--- src/lfd_pkg.sv ---
`default_nettype none
// Shared constants and types of the front-end command decoder.
package lfd_pkg;

  // Register file geometry.
  localparam int REG_W     = 9;
  localparam int REG_CFG_N = 7;
  localparam int ADDR_W    = 4;
  localparam int CMD_W     = 3;
  localparam int CNT_W     = 4;
  localparam int STAT_W    = 8;
  localparam int GAIN_W    = 6;
  localparam int SHIFT_W   = 15;

  // Register addresses with a special meaning.
  localparam logic [ADDR_W-1:0] ADDR_COLPAR = 4'h6;
  localparam logic [ADDR_W-1:0] ADDR_STATUS = 4'h7;

  // Reset value of every configuration register.
  localparam logic [REG_W-1:0] CFG_RST = 9'h000;

  // Field positions in the general options register.
  localparam int CHDIS_LSB       = 1;
  localparam int CHDIS_MSB       = 3;
  localparam int ALERT_CAUSE_BIT = 4;

  // Bit counter marks within one 16-clock frame.
  localparam logic [CNT_W-1:0] CNT_ZERO    = 4'h0;
  localparam logic [CNT_W-1:0] CNT_RD_LOAD = 4'h6;
  localparam logic [CNT_W-1:0] CNT_LAST    = 4'hF;

  // Command codes carried in the top three bits of a frame.
  typedef enum logic [CMD_W-1:0] {
    CMD_CLAMP_ON  = 3'h0,
    CMD_CLAMP_OFF = 3'h1,
    CMD_SLEEP     = 3'h2,
    CMD_PRSV_ON   = 3'h3,
    CMD_PRSV_OFF  = 3'h4,
    CMD_SOFT_RST  = 3'h5,
    CMD_READ      = 3'h6,
    CMD_WRITE     = 3'h7
  } lfd_cmd_e;

  // Link direction state, one-hot.
  typedef enum logic [2:0] {
    LNK_IDLE = 3'h1,
    LNK_RECV = 3'h2,
    LNK_SEND = 3'h4
  } lfd_link_e;

  // One received frame, most significant bit first on the wire.
  typedef struct packed {
    lfd_cmd_e                cmd;
    logic [ADDR_W-1:0]       addr;
    logic [REG_W-1:0]        data;
  } lfd_frame_s;

  // Control levels handed to the analog section.
  typedef struct packed {
    logic [2:0] clamp;
    logic       sleep;
    logic       preserve;
  } lfd_ctl_s;

  // Pin levels that come from outside the clock domain.
  typedef struct packed {
    logic cs_n;
    logic sclk;
    logic sdio;
    logic rx_data;
  } lfd_pins_s;

endpackage
`default_nettype wire

--- src/lfd_sync.sv ---
`timescale 1ns/10ps
`default_nettype none
// Two-stage synchroniser for the asynchronous pin levels.
module lfd_sync (
  input  wire logic              clk_i,
  input  wire logic              rst_n_i,
  input  wire lfd_pkg::lfd_pins_s d_i,
  output lfd_pkg::lfd_pins_s     q_o
);
  import lfd_pkg::*;

  lfd_pins_s meta_q;

  // Idle levels: chip select high, clock low, as the link rests.
  always_ff @(posedge clk_i) begin
    if (!rst_n_i) begin
      meta_q <= '{cs_n: 1'b1, sclk: 1'b0, sdio: 1'b0, rx_data: 1'b0};
      q_o    <= '{cs_n: 1'b1, sclk: 1'b0, sdio: 1'b0, rx_data: 1'b0};
    end else begin
      meta_q <= d_i;
      q_o    <= meta_q;
    end
  end

endmodule // lfd_sync
`default_nettype wire

--- src/lfd_parity_chk.sv ---
`timescale 1ns/10ps
`default_nettype none
// Odd row and column parity check over the configuration bank.
module lfd_parity_chk (
  input  wire logic [lfd_pkg::REG_CFG_N-1:0][lfd_pkg::REG_W-1:0] cfg_i,
  output logic                                                   perr_o
);
  import lfd_pkg::*;

  logic [REG_CFG_N-1:0] row_bad;
  logic [REG_W-1:1]     col_bad;

  // Every row must hold an odd count of ones, parity bit included.
  always_comb begin
    for (int r = 0; r < REG_CFG_N; r++) begin
      row_bad[r] = ~^cfg_i[r];
    end
  end

  // Each data column over all seven rows must also be odd.
  always_comb begin
    for (int c = 1; c < REG_W; c++) begin
      col_bad[c] = 1'b1;
      for (int r = 0; r < REG_CFG_N; r++) begin
        col_bad[c] = col_bad[c] ^ cfg_i[r][c];
      end
    end
  end

  // A cleared bank fails both checks, which is what flags reprogramming.
  assign perr_o = (|row_bad) | (|col_bad);

endmodule // lfd_parity_chk
`default_nettype wire

--- src/lfd_spi_cmd_decoder.sv ---
`timescale 1ns/10ps
`default_nettype none
// Overview of operation
// - Data pin outputs receiver data, else input/read.
// - Frame: command, address, data byte, parity.
// - Mode 0,0: sample rising, shift falling.
// - Non-multiple of 16 clocks aborts command.
// - Clamp on enabled channels.
// - Clamp off all three channels.
// - Sleep; any other command wakes.
// - Gain preserve captures level each init.
// - Preserve off resumes normal tracking.
// - Soft reset only in active state.
// - Clamp stays engaged across soft reset.
// - Command-only frames ignore address and data.
// - Read returns register, write stores it.
// - Status register read-only, writes ignored.
// - Bit 0 is odd row parity.
// - Register six holds column parity.
// - Clock pin is open-collector alert when idle.
// - Reset clears registers, alert flags parity.
module lfd_spi_cmd_decoder (
  input  wire logic                                              clk_i,
  input  wire logic                                              rst_n_i,
  input  wire logic                                              cs_n_i,
  input  wire logic                                              sclk_i,
  input  wire logic                                              sdio_i,
  input  wire logic                                              rx_data_i,
  input  wire logic                                              active_mode_i,
  input  wire logic                                              alarm_i,
  input  wire logic                                              gain_init_i,
  input  wire logic [lfd_pkg::GAIN_W-1:0]                        gain_level_i,
  input  wire logic [lfd_pkg::STAT_W-1:0]                        status_i,
  output logic                                                   sdio_o,
  output logic                                                   sdio_oe_o,
  output logic                                                   alert_o,
  output logic                                                   alert_oe_o,
  output lfd_pkg::lfd_ctl_s                                      ctl_o,
  output logic                                                   soft_reset_o,
  output logic [lfd_pkg::GAIN_W-1:0]                             gain_hold_o,
  output logic [lfd_pkg::REG_CFG_N-1:0][lfd_pkg::REG_W-1:0]      cfg_o
);
  import lfd_pkg::*;

  lfd_pins_s                         pins_raw;
  lfd_pins_s                         pins_s;
  logic                              sclk_d_q;
  logic                              cs_d_q;
  logic                              sclk_rise;
  logic                              sclk_fall;
  logic                              cs_rise;
  logic                              cs_fall;
  logic [CNT_W-1:0]                  cnt_q;
  logic [SHIFT_W-1:0]                shift_q;
  logic                              frame_done;
  lfd_frame_s                        new_frame;
  lfd_frame_s                        pend_q;
  logic                              pend_v_q;
  logic                              exec_v;
  lfd_link_e                         state_q;
  logic                              rd_load;
  logic [REG_W-1:0]                  tx_q;
  logic                              sdio_q;
  logic [REG_CFG_N-1:0][REG_W-1:0]   cfg_q;
  logic                              perr;
  logic [REG_W-1:0]                  status_word;
  logic [REG_W-1:0]                  rd_word;
  logic [2:0]                        clamp_q;
  logic                              sleep_q;
  logic                              preserve_q;
  logic                              soft_q;
  logic [GAIN_W-1:0]                 gain_q;

  // Register read mux; unmapped addresses read as zero.
  function automatic logic [REG_W-1:0] read_reg(
    input logic [ADDR_W-1:0]               addr,
    input logic [REG_CFG_N-1:0][REG_W-1:0] bank,
    input logic [REG_W-1:0]                stat
  );
    logic [REG_W-1:0] val;
    val = '0;
    if (addr == ADDR_STATUS) begin
      val = stat;
    end else if (addr < ADDR_STATUS) begin
      val = bank[addr[2:0]];
    end
    return val;
  endfunction

  // All link pins come from the master's domain and are synchronised first.
  assign pins_raw = '{cs_n: cs_n_i, sclk: sclk_i, sdio: sdio_i, rx_data: rx_data_i};

  lfd_sync u_sync (
    .clk_i   (clk_i),
    .rst_n_i (rst_n_i),
    .d_i     (pins_raw),
    .q_o     (pins_s)
  );

  lfd_parity_chk u_parity (
    .cfg_i  (cfg_q),
    .perr_o (perr)
  );

  // Delayed copies of the synchronised levels for edge detection.
  always_ff @(posedge clk_i) begin
    if (!rst_n_i) begin
      sclk_d_q <= 1'b0;
      cs_d_q   <= 1'b1;
    end else begin
      sclk_d_q <= pins_s.sclk;
      cs_d_q   <= pins_s.cs_n;
    end
  end

  // Clock edges count only while selected, so alert traffic is never decoded.
  assign sclk_rise = !pins_s.cs_n && pins_s.sclk && !sclk_d_q;
  assign sclk_fall = !pins_s.cs_n && !pins_s.sclk && sclk_d_q;
  assign cs_rise   = pins_s.cs_n && !cs_d_q;
  assign cs_fall   = !pins_s.cs_n && cs_d_q;

  // Bit counter wraps every 16 clocks; zero at deselect means whole frames.
  always_ff @(posedge clk_i) begin
    if (!rst_n_i) begin
      cnt_q <= CNT_ZERO;
    end else if (cs_fall) begin
      cnt_q <= CNT_ZERO;
    end else if (sclk_rise) begin
      cnt_q <= cnt_q + 4'h1;
    end
  end

  // Input shifter, most significant bit arrives first.
  always_ff @(posedge clk_i) begin
    if (!rst_n_i) begin
      shift_q <= '0;
    end else if (sclk_rise) begin
      shift_q <= {shift_q[SHIFT_W-2:0], pins_s.sdio};
    end
  end

  assign frame_done = sclk_rise && (cnt_q == CNT_LAST);
  assign new_frame  = lfd_frame_s'({shift_q, pins_s.sdio});

  // A finished frame waits here; it runs once the next frame completes or
  // chip select rises on a 16-clock boundary. A ragged tail is dropped.
  always_ff @(posedge clk_i) begin
    if (!rst_n_i) begin
      pend_q   <= '0;
      pend_v_q <= 1'b0;
    end else if (frame_done) begin
      pend_q   <= new_frame;
      pend_v_q <= 1'b1;
    end else if (cs_rise || cs_fall) begin
      pend_v_q <= 1'b0;
    end
  end

  assign exec_v = pend_v_q && (frame_done || (cs_rise && (cnt_q == CNT_ZERO)));

  // Read data is loaded after the seventh bit, so it fills the data slots.
  assign rd_load = sclk_rise && (cnt_q == CNT_RD_LOAD)
                   && (lfd_cmd_e'(shift_q[5:3]) == CMD_READ);

  // Pin direction sequencer.
  always_ff @(posedge clk_i) begin
    if (!rst_n_i) begin
      state_q <= LNK_IDLE;
    end else if (pins_s.cs_n) begin
      state_q <= LNK_IDLE;
    end else begin
      case (state_q)
        LNK_IDLE: begin
          state_q <= LNK_RECV;
        end
        LNK_RECV: begin
          if (rd_load) begin
            state_q <= LNK_SEND;
          end
        end
        LNK_SEND: begin
          if (frame_done) begin
            state_q <= LNK_RECV;
          end
        end
        default: begin
          state_q <= LNK_IDLE;
        end
      endcase
    end
  end

  // Status word and the addressed read value, taken into the shifter at the seventh bit.
  assign status_word = {status_i, perr};
  assign rd_word     = read_reg({shift_q[2:0], pins_s.sdio}, cfg_q, status_word);

  // Output shifter advances on falling clock edges only.
  always_ff @(posedge clk_i) begin
    if (!rst_n_i) begin
      tx_q <= '0;
    end else if (rd_load) begin
      tx_q <= rd_word;
    end else if (sclk_fall && (state_q == LNK_SEND)) begin
      tx_q <= {tx_q[REG_W-2:0], 1'b0};
    end
  end

  // Data pin level: receiver data while idle, read bits during a read.
  always_ff @(posedge clk_i) begin
    if (!rst_n_i) begin
      sdio_q <= 1'b0;
    end else if (pins_s.cs_n) begin
      sdio_q <= pins_s.rx_data;
    end else if (sclk_fall && (state_q == LNK_SEND)) begin
      sdio_q <= tx_q[REG_W-1];
    end
  end

  assign sdio_o    = sdio_q;
  assign sdio_oe_o = pins_s.cs_n || (state_q == LNK_SEND);

  // Alert pulls low only while deselected; the pin is the clock otherwise.
  assign alert_o    = 1'b0;
  assign alert_oe_o = pins_s.cs_n
                      && (perr || (cfg_q[0][ALERT_CAUSE_BIT] && alarm_i));

  // Configuration bank; status is built from live inputs and is never stored.
  always_ff @(posedge clk_i) begin
    if (!rst_n_i) begin
      for (int r = 0; r < REG_CFG_N; r++) begin
        cfg_q[r] <= CFG_RST;
      end
    end else if (exec_v && (pend_q.cmd == CMD_WRITE) && (pend_q.addr < ADDR_STATUS)) begin
      cfg_q[pend_q.addr[2:0]] <= pend_q.data;
    end
  end

  // Clamp levels; a soft reset does not touch them.
  always_ff @(posedge clk_i) begin
    if (!rst_n_i) begin
      clamp_q <= '0;
    end else if (exec_v && (pend_q.cmd == CMD_CLAMP_ON)) begin
      clamp_q <= ~cfg_q[0][CHDIS_MSB:CHDIS_LSB];
    end else if (exec_v && (pend_q.cmd == CMD_CLAMP_OFF)) begin
      clamp_q <= '0;
    end
  end

  // Sleep is left by any other command that actually executes.
  always_ff @(posedge clk_i) begin
    if (!rst_n_i) begin
      sleep_q <= 1'b0;
    end else if (exec_v) begin
      sleep_q <= (pend_q.cmd == CMD_SLEEP);
    end
  end

  // Gain preserve mode.
  always_ff @(posedge clk_i) begin
    if (!rst_n_i) begin
      preserve_q <= 1'b0;
    end else if (exec_v && (pend_q.cmd == CMD_PRSV_ON)) begin
      preserve_q <= 1'b1;
    end else if (exec_v && (pend_q.cmd == CMD_PRSV_OFF)) begin
      preserve_q <= 1'b0;
    end
  end

  // Soft reset pulse, gated by the active power state.
  always_ff @(posedge clk_i) begin
    if (!rst_n_i) begin
      soft_q <= 1'b0;
    end else begin
      soft_q <= exec_v && (pend_q.cmd == CMD_SOFT_RST) && active_mode_i;
    end
  end

  // Held gain level: cleared by soft reset, recaptured at each init period while preserve is on.
  always_ff @(posedge clk_i) begin
    if (!rst_n_i) begin
      gain_q <= '0;
    end else if (soft_q) begin
      gain_q <= '0;
    end else if (preserve_q && gain_init_i) begin
      gain_q <= gain_level_i;
    end
  end

  assign ctl_o        = '{clamp: clamp_q, sleep: sleep_q, preserve: preserve_q};
  assign soft_reset_o = soft_q;
  assign gain_hold_o  = gain_q;
  assign cfg_o        = cfg_q;

  // Checks kept next to the logic they guard.
  chk_sdio_input_mode: assert property (@(posedge clk_i) disable iff (!rst_n_i)
    (!pins_s.cs_n && (state_q != LNK_SEND)) |-> !sdio_oe_o)
    else $error("Data pin driven while receiving.");

  chk_read_drive_on: assert property (@(posedge clk_i) disable iff (!rst_n_i)
    rd_load |=> (sdio_oe_o && (tx_q == $past(rd_word))))
    else $error("Read did not load the addressed register.");

  chk_abort_frame: assert property (@(posedge clk_i) disable iff (!rst_n_i)
    (cs_rise && (cnt_q != CNT_ZERO)) |-> !exec_v)
    else $error("Ragged frame executed.");

  chk_abort_quiet: assert property (@(posedge clk_i) disable iff (!rst_n_i)
    (cs_rise && (cnt_q != CNT_ZERO)) |=> ($stable(cfg_q) && $stable(ctl_o)))
    else $error("Aborted frame changed state.");

  chk_clamp_on_mask: assert property (@(posedge clk_i) disable iff (!rst_n_i)
    (exec_v && (pend_q.cmd == CMD_CLAMP_ON))
    |=> (ctl_o.clamp == ~$past(cfg_q[0][CHDIS_MSB:CHDIS_LSB])))
    else $error("Clamp on ignored channel enables.");

  chk_clamp_off_all: assert property (@(posedge clk_i) disable iff (!rst_n_i)
    (exec_v && (pend_q.cmd == CMD_CLAMP_OFF)) |=> (ctl_o.clamp == 3'h0))
    else $error("Clamp off left a channel clamped.");

  chk_sleep_wake: assert property (@(posedge clk_i) disable iff (!rst_n_i)
    (exec_v && (pend_q.cmd != CMD_SLEEP)) |=> !ctl_o.sleep)
    else $error("Device stayed asleep after a command.");

  chk_preserve_cycle: assert property (@(posedge clk_i) disable iff (!rst_n_i)
    (ctl_o.preserve && gain_init_i && !soft_q) |=> (gain_hold_o == $past(gain_level_i)))
    else $error("Gain level not captured.");

  chk_preserve_off: assert property (@(posedge clk_i) disable iff (!rst_n_i)
    (exec_v && (pend_q.cmd == CMD_PRSV_OFF)) |=> !ctl_o.preserve ##1 !ctl_o.preserve)
    else $error("Preserve stayed on.");

  chk_soft_gate: assert property (@(posedge clk_i) disable iff (!rst_n_i)
    soft_reset_o |-> ($past(exec_v) && ($past(pend_q.cmd) == CMD_SOFT_RST)
                      && $past(active_mode_i)))
    else $error("Soft reset outside active state.");

  chk_soft_clamp: assert property (@(posedge clk_i) disable iff (!rst_n_i)
    soft_reset_o |-> (ctl_o.clamp == $past(ctl_o.clamp, 2)))
    else $error("Soft reset dropped the clamp.");

  chk_write_store: assert property (@(posedge clk_i) disable iff (!rst_n_i)
    (exec_v && (pend_q.cmd == CMD_WRITE) && (pend_q.addr < ADDR_STATUS))
    |=> (cfg_q[$past(pend_q.addr[2:0])] == $past(pend_q.data)))
    else $error("Write data not stored.");

  chk_status_ro: assert property (@(posedge clk_i) disable iff (!rst_n_i)
    (exec_v && (pend_q.cmd == CMD_WRITE) && (pend_q.addr >= ADDR_STATUS))
    |=> $stable(cfg_q))
    else $error("Write to status changed the bank.");

  chk_alert_idle: assert property (@(posedge clk_i) disable iff (!rst_n_i)
    (pins_s.cs_n && perr) |-> (alert_oe_o && !alert_o) ##1 (!pins_s.cs_n || alert_oe_o || !perr))
    else $error("Alert not pulled on parity error.");

  chk_alert_select: assert property (@(posedge clk_i) disable iff (!rst_n_i)
    !pins_s.cs_n |-> !alert_oe_o)
    else $error("Alert driven while clock is an input.");

endmodule // lfd_spi_cmd_decoder
`default_nettype wire

--- config.mk ---
export PLATFORM = sky130hd
export DESIGN_NAME = lfd_spi_cmd_decoder
export DESIGN_NICKNAME = d
export VERILOG_FILES = /design/src/lfd_pkg.sv /design/src/lfd_sync.sv /design/src/lfd_parity_chk.sv /design/src/lfd_spi_cmd_decoder.sv
export SDC_FILE = /design/constraint.sdc
export NUM_CORES = 1
export LEC_CHECK = 0
export BUFFER_PORTS_ARGS = -buffer_cell sky130_fd_sc_hd__buf_2
export CAP_MARGIN = 30
export CORE_ASPECT_RATIO = 0.8
export CORE_MARGIN = 2
export CORE_UTILIZATION = 50
export DETAILED_ROUTE_END_ITERATION = 10
export GPL_TIMING_DRIVEN = 0
export MAX_ROUTING_LAYER = met4
export PLACE_DENSITY = 0.78
export SLEW_MARGIN = 20
export SYNTH_ARGS = -nofsm -noshare
export SYNTH_HDL_FRONTEND = slang
export SYNTH_SLANG_ARGS = --single-unit
--- constraint.sdc ---
create_clock -name clk_i -period 3.75 [get_ports clk_i]
set_clock_uncertainty 0.2 [all_clocks]
set_input_delay 0.1875 -clock clk_i [delete_from_list [all_inputs] [get_ports clk_i]]
set_output_delay 0.1875 -clock clk_i [all_outputs]
set_load 0.005 [all_outputs]
==> metrics.txt, run 1 <==
status finished clean; 1st-pass router iterations 6; antenna violations before repair 0; Critical Path AT 3.03 ns; PostCTS Resize Cnt 0; GR Overflow Total 0; Mapped Cells 729; Initial DRC Count 592; Slew Limit Fails 0; largest net degree at the start of global routing 17; Worst-Margin Slew 0.7360 ns; grt met2 use 40.80%; Cell Area, Placed 7680 µm²; first-pass GRT wire length 30.91 mm; cts bufs inserted 17; crit path kind flip-flop to output pin; clk_lat worst skew 0.42 ns; final setup fails 0; RD Place Congestion 0.9666; hold-critical path depth 2; Logic pwr share 2.8%; PortBufs 99; normalized max-slew margin 50.73%; synth unique cells 56; Peak VDD IR 0.3653 mV; Avg Inst Size Synth 9.539 µm²; Int Power 2526 µW; total core area 13550 µm²; Root Driver clkbuf_16; average vias per placed instance 5.605; width of the die 135.9 µm; number of core rows 38; Final Cycle Share 91.08%; Post-synth EDFFs 0; Clock Sink Count 134; Post-Layout Inst Area 8441 µm²; Ys Warns 0; crit-path max FO 5; largest cells by area after synthesis dfxtp_1 39%, mux2i_1 9.8%, xnor2_1 7.9%; Worst Setup End Kind output pin; Setup crit start kind flip-flop; met3 Use GR 7.100%; switching pwr 668.3 µW; synthesis-to-layout area growth 21.37%; ys async rst share 0%; post-synthesis sequential area ratio 38.58%; Seq pwr share 44.9%; layout cell share with drive strength beyond 1 18.47%; commonest non-fill, non-tap cells in the layout 134 x dfxtp_1, 109 x buf_2, 100 x nand2_1, 68 x mux2i_1, 63 x xnor2_1; min Tclk post-route 3.415 ns; die height 109.5 µm; register bit total from synthesis 134; CTS Buffer Depth 2; I/O Pins 102; Synth top area share 38.58%; pwr dens 378.5 nW/µm²; Post-DP HPWL 13.94 mm; clock slew at reported path FFs 0.06 ns; global-route usage over all layers 28.53%; P_leak 0.003295 µW; Switching Share 20.92%; vias in the first global route 5451; Antenna diodes 0; TritonCTS clock tree done; Post-Syn Area 6954 µm²; critical path data required time 3.36 ns; GR Util met1 39.98%; Clk pwr share 52.4%; worst hold path type input pin to flip-flop; crit path from cfg_o[22]; Yosys top cell by area dfxtp_1; Post-DRT Antenna Nets 0; gr busiest metal met2; Routed WL 19.85 mm; DRC errors left 0; fin nets 893; hold path startpoint rst_n_i; worst reg2reg path depth 8; DIE AREA 14870 µm²; via count 5924; H-tree depth 4; TNS Setup 0 ns; Syn Nets 757; Max Cap Viol 0; final hold vios 0; RSZ-0062 raised after global routing false; Initial Util 51.32%; most common cell after layout, fill and taps aside dfxtp_1; Achievable Freq 0.2928 GHz; routed len/inst 18.78 µm; RR Startpoint shift_q[0]; Main synth FF type dfxtp_1
-- worst max-delay path, stage by stage, from the launching register on --
cell     delay, ns
dfxtp_1       0.50
xor2_1        0.18
xnor3_1       0.44
xnor2_1       0.17
or4_1         0.55
nor4_2        0.39
a31oi_1       0.22
buf_2         0.17
-- repair_timing --
item	CTS	global route
hold buffers	18	0
buffers inserted	0	0
hold endpoints to repair	31	0
-- per-layer routing --
| metal | up-vias | wire length (µm) |
|---|---|---|
| li1 | 2750 | - |
| met1 | 2836 | 8984 |
| met4 | 0 | 359 |
| met5 | - | 0 |
| met2 | 303 | 8488 |
| met3 | 35 | 2019 |
-- synth_stat cells, types with 9 or more instances --
cell type and n:
buf_2 10, xor2_1 12, clkbuf_1 34, mux4_2 9, nand3_1 10, dfxtp_1 134
xnor3_1 13, a21boi_0 42, o21ai_0 12, nor2_1 27, mux2i_1 68, nor2b_1 59
nand2_1 100, a21oi_1 21, and2_1 9, xnor2_1 63
-- stage by stage --
stage	instances	hold WS [ns]	total power (µW)	worst slack (ns)	utilization (%)
after floorplan	729	0.08897	1509	1.383	-
after global placement	1008	0.1696	1540	0.8537	56.64
after detailed placement	1008	0.1746	1541	0.8531	56.68
after CTS	1057	0.001553	3195	0.4087	62.29
after global routing	1057	0.006215	3270	0.2795	62.29
final	1057	0.002335	3195	0.3346	62.29
-- worst paths after layout --
path,endpoint,slack (ns)
setup / recovery,alert_oe_o,0.33
hold / removal,u_sync.q_o[3],0.002
setup reg to reg,tx_q[5],0.89
hold reg to reg,u_sync.q_o[3],0.21
-- cells by family (layout without fill, tap and decap cells) --
group / after synthesis / in the layout / share of synthesized area [%]
and+or+nand+nor: 240 / 240 / 17.52
DFF: 134 / 134 / 38.57
AOI/OAI and AO/OA: 123 / 123 / 12.63
xor gates and xnor gates: 88 / 88 / 13.66
muxes: 77 / 77 / 12.70
buffers and inverters: 61 / 209 / 3.958
adders and majority gates: 5 / 5 / 0.8996
other: 1 / 1 / 0.05392
-- registers in the layout, summed over array words and instances (netlist names) --
register / cells
sclk_d_q: 1
cfg_o: 63
cs_d_q: 1
clamp_q: 3
pend_v_q: 1
pend_q: 16
preserve_q: 1
gain_hold_o: 6
sdio_o: 1
sleep_q: 1
tx_q: 9
u_sync.q_o: 4
cnt_q: 4
shift_q: 15
u_sync.meta_q: 4
soft_reset_o: 1
state_q: 3
-- power by group through the flow --
stage	clock, µW	sequential (µW)	combinational [µW]
5_1_grt	1740	1430	94.7
3_5_place_dp	0	1460	76.3
4_1_cts	1670	1430	87.1
6_report	1670	1430	88.2
3_3_place_gp	0	1460	75.8
2_1_floorplan	0	1460	45.9
-- layout make-up --
| class | count | area, µm² |
|---|---|---|
| fillers | 1140 | 5110 |
| multi-input cells | 534 | 4001 |
| flip-flops and latches | 134 | 2683 |
| repair buffers | 117 | 675.6 |
| clock buffers | 21 | 450.4 |
| plain buffers | 53 | 245.2 |
| well taps | 180 | 225.2 |
| clock inverters | 10 | 130.1 |
| inverters | 8 | 30.03 |
Power figures use the tool's default switching activity.
==> run 2, diff against run 1 <==
ABC_AREA = 0   (was default)
CELL_PAD_IN_SITES_DETAIL_PLACEMENT = 0   (was default)
CELL_PAD_IN_SITES_GLOBAL_PLACEMENT = 1   (was default)
CORE_UTILIZATION = 45   (was 50)
PLACE_DENSITY = 0.88   (was 0.78)
==> run 2 against run 1 <==
Total power grew 5.0%. Register-to-register slack gained 0.05 ns. Via count shrank 2.2%. Die area grew 11%. Combinational power grew 2%. Critical endpoint unchanged. Largest cell class unchanged. Largest power group unchanged.
==> metrics.txt, run 2 (same netlist as run 1, synthesis figures left out) <==
Post-DRT Antenna Nets 0 (unchanged); width of the die 143.0 µm (+5.2%); DRC errors left 0 (unchanged); via count 5793 (-2.2%); worst reg2reg path depth 8 (unchanged); crit-path cells xnor3_1 -> xnor2_1 -> o2bb2ai_1 -> or4_1 -> nor4_2 -> a31oi_1 -> buf_2; PortBufs 99 (unchanged); Initial Util 46.16% (-5.2 points); fin cells 1090 (+3.1%); status finished clean; Largest delay share family, worst path simple AND/OR/NAND/NOR gates; Routed WL 19.55 mm (-1.5%); cts bufs inserted 17 (unchanged); total core area 15060 µm² (+11%); Switching Share 19.72% (-1.2 points); global-route usage over all layers 25.29% (-3.2 points); Max Cap Viol 0 (unchanged); 1st-pass router iterations 5 (-1); switching pwr 661.6 µW (-1.0%); Peak VDD IR 0.3983 mV (+9.1%); RSZ-0062 raised after global routing false; worst hold path type input pin to flip-flop; Initial DRC Count 511 (-14%); first-pass GRT wire length 30.24 mm (-2.2%); Int Power 2694 µW (+6.6%); CP bufs+invs 1 (unchanged); pwr dens 391.5 nW/µm² (+3.4%); die height 115.2 µm (+5.2%); I/O Pins 102 (unchanged); Clk pwr share 54.6% (+2.2 points); crit-path max FO 5 (unchanged); RD Place Congestion 0.9188 (-4.9%); TNS Setup 0 ns (unchanged); antenna violations before repair 0 (unchanged); Setup crit start kind flip-flop; vias in the first global route 5287 (-3.0%); Antenna diodes 0 (unchanged); normalized max-slew margin 51.72% (+0.99 points); routed len/inst 17.94 µm (-4.5%); crit path kind flip-flop to output pin; Critical Path AT 3.06 ns (+0.03 ns); clock slew at reported path FFs 0.06 ns (about the same); critical path data required time 3.36 ns (about the same); Seq pwr share 42.7% (-2.2 points); Clock Sink Count 134 (unchanged); Worst Setup End Kind output pin; average vias per placed instance 5.315 (-5.2%); max reg flops 63 (unchanged); H-tree depth 4 (unchanged); Final Cycle Share 92.00% (+0.92 points); TritonCTS clock tree done; Root Driver clkbuf_16; clk_lat worst skew 0.42 ns (about the same); Worst-Margin Slew 0.7243 ns (-0.01173 ns); Post-DP HPWL 14.20 mm (+1.9%); synthesis-to-layout area growth 23.26%; GR Overflow Total 0 (unchanged); final setup fails 0 (unchanged); max incr delay on CP 0.50 ns (-0.05 ns); Logic pwr share 2.7% (about the same); layout cell share with drive strength beyond 1 18.64% (+0.16 points); min Tclk post-route 3.450 ns (+0.03457 ns); P_leak 0.003344 µW (+1.5%); number of core rows 40 (+5.3%); CTS Buffer Depth 2 (unchanged); largest net degree at the start of global routing 17 (unchanged); fin nets 895 (+0.22%); Slew Limit Fails 0 (unchanged); slowest CP cell or4_1; DIE AREA 16470 µm² (+11%); most common cell after layout, fill and taps aside dfxtp_1; Achievable Freq 0.2899 GHz (-1.0%); commonest non-fill, non-tap cells in the layout 134 x dfxtp_1, 109 x buf_2, 100 x nand2_1, 68 x mux2i_1, 63 x xnor2_1; Final Core Density 56.90% (-5.4 points); hold-critical path depth 4 (+2); Worst path depth 7 (unchanged); final hold vios 0 (unchanged); dpl cells 1038 (+3.0%)
run 2: final timing paths:
path                     from  slack (ns)             to
max                 cfg_o[56]        0.30     alert_oe_o
min               status_i[4]       0.007        tx_q[5]
max reg2reg     u_sync.q_o[3]        0.94      cfg_o[58]
min reg2reg  u_sync.meta_q[3]        0.22  u_sync.q_o[3]
run 2: timing repair:
item / in CTS / in global routing
hold buffers: 20 / 0
buffers inserted: 0 / 0
hold endpoints to repair: 29 / 0
gates resized for setup: 0 / 0
run 2: layer usage:
metal / track usage (%) / vias to the layer above / part of all wire (%)
met5: - / - / 0
met3: 5.581 / 20 / 7.9
met1: 38.42 / 2786 / 51
met4: 6.865 / 0 / 1.1
li1: - / 2759 / -
met2: 33.17 / 228 / 40
run 2: layout make-up:
class / count / area (µm²)
tap: 210 / 262.8
clock buffer: 25 / 515.5
sequential: 134 / 2683
fill: 1366 / 6492
clock inverter: 7 / 138.9
multi-input combinational: 534 / 4001
inverter: 8 / 30.03
timing repair buffer: 119 / 695.7
buffer: 53 / 245.2
run 2: metrics by stage:
step	instance area [µm²]	total power, µW	worst slack, ns	hold slack, ns
2_1_floorplan	6954	1509	1.383	0.08897
3_3_place_gp	7712	1542	0.8434	0.1803
3_5_place_dp	7717	1542	0.8638	0.1865
4_1_cts	8572	3368	0.3537	0.001605
5_1_grt	8572	3453	0.2150	0.04095
6_report	8572	3356	0.3001	0.006802
run 2: power groups by stage:
stage / Clock [µW] / Sequential (µW) / Combinational, µW
after floorplan: 0 / 1460 / 45.9
final: 1830 / 1430 / 90.0
after global routing: 1920 / 1430 / 96.9
after global placement: 0 / 1460 / 78.0
after detailed placement: 0 / 1460 / 77.7
after CTS: 1840 / 1430 / 89.5
run 2: worst reg2reg max path, stage by stage (launching register included):
cell       delay [ns]
dfxtp_1          0.46
ha_1             0.21
nand2_1          0.05
nor3_1           0.39
o2111ai_1        0.24
clkbuf_1         0.29
nor2_1           0.58
nand2_1          0.11
a21boi_0         0.19
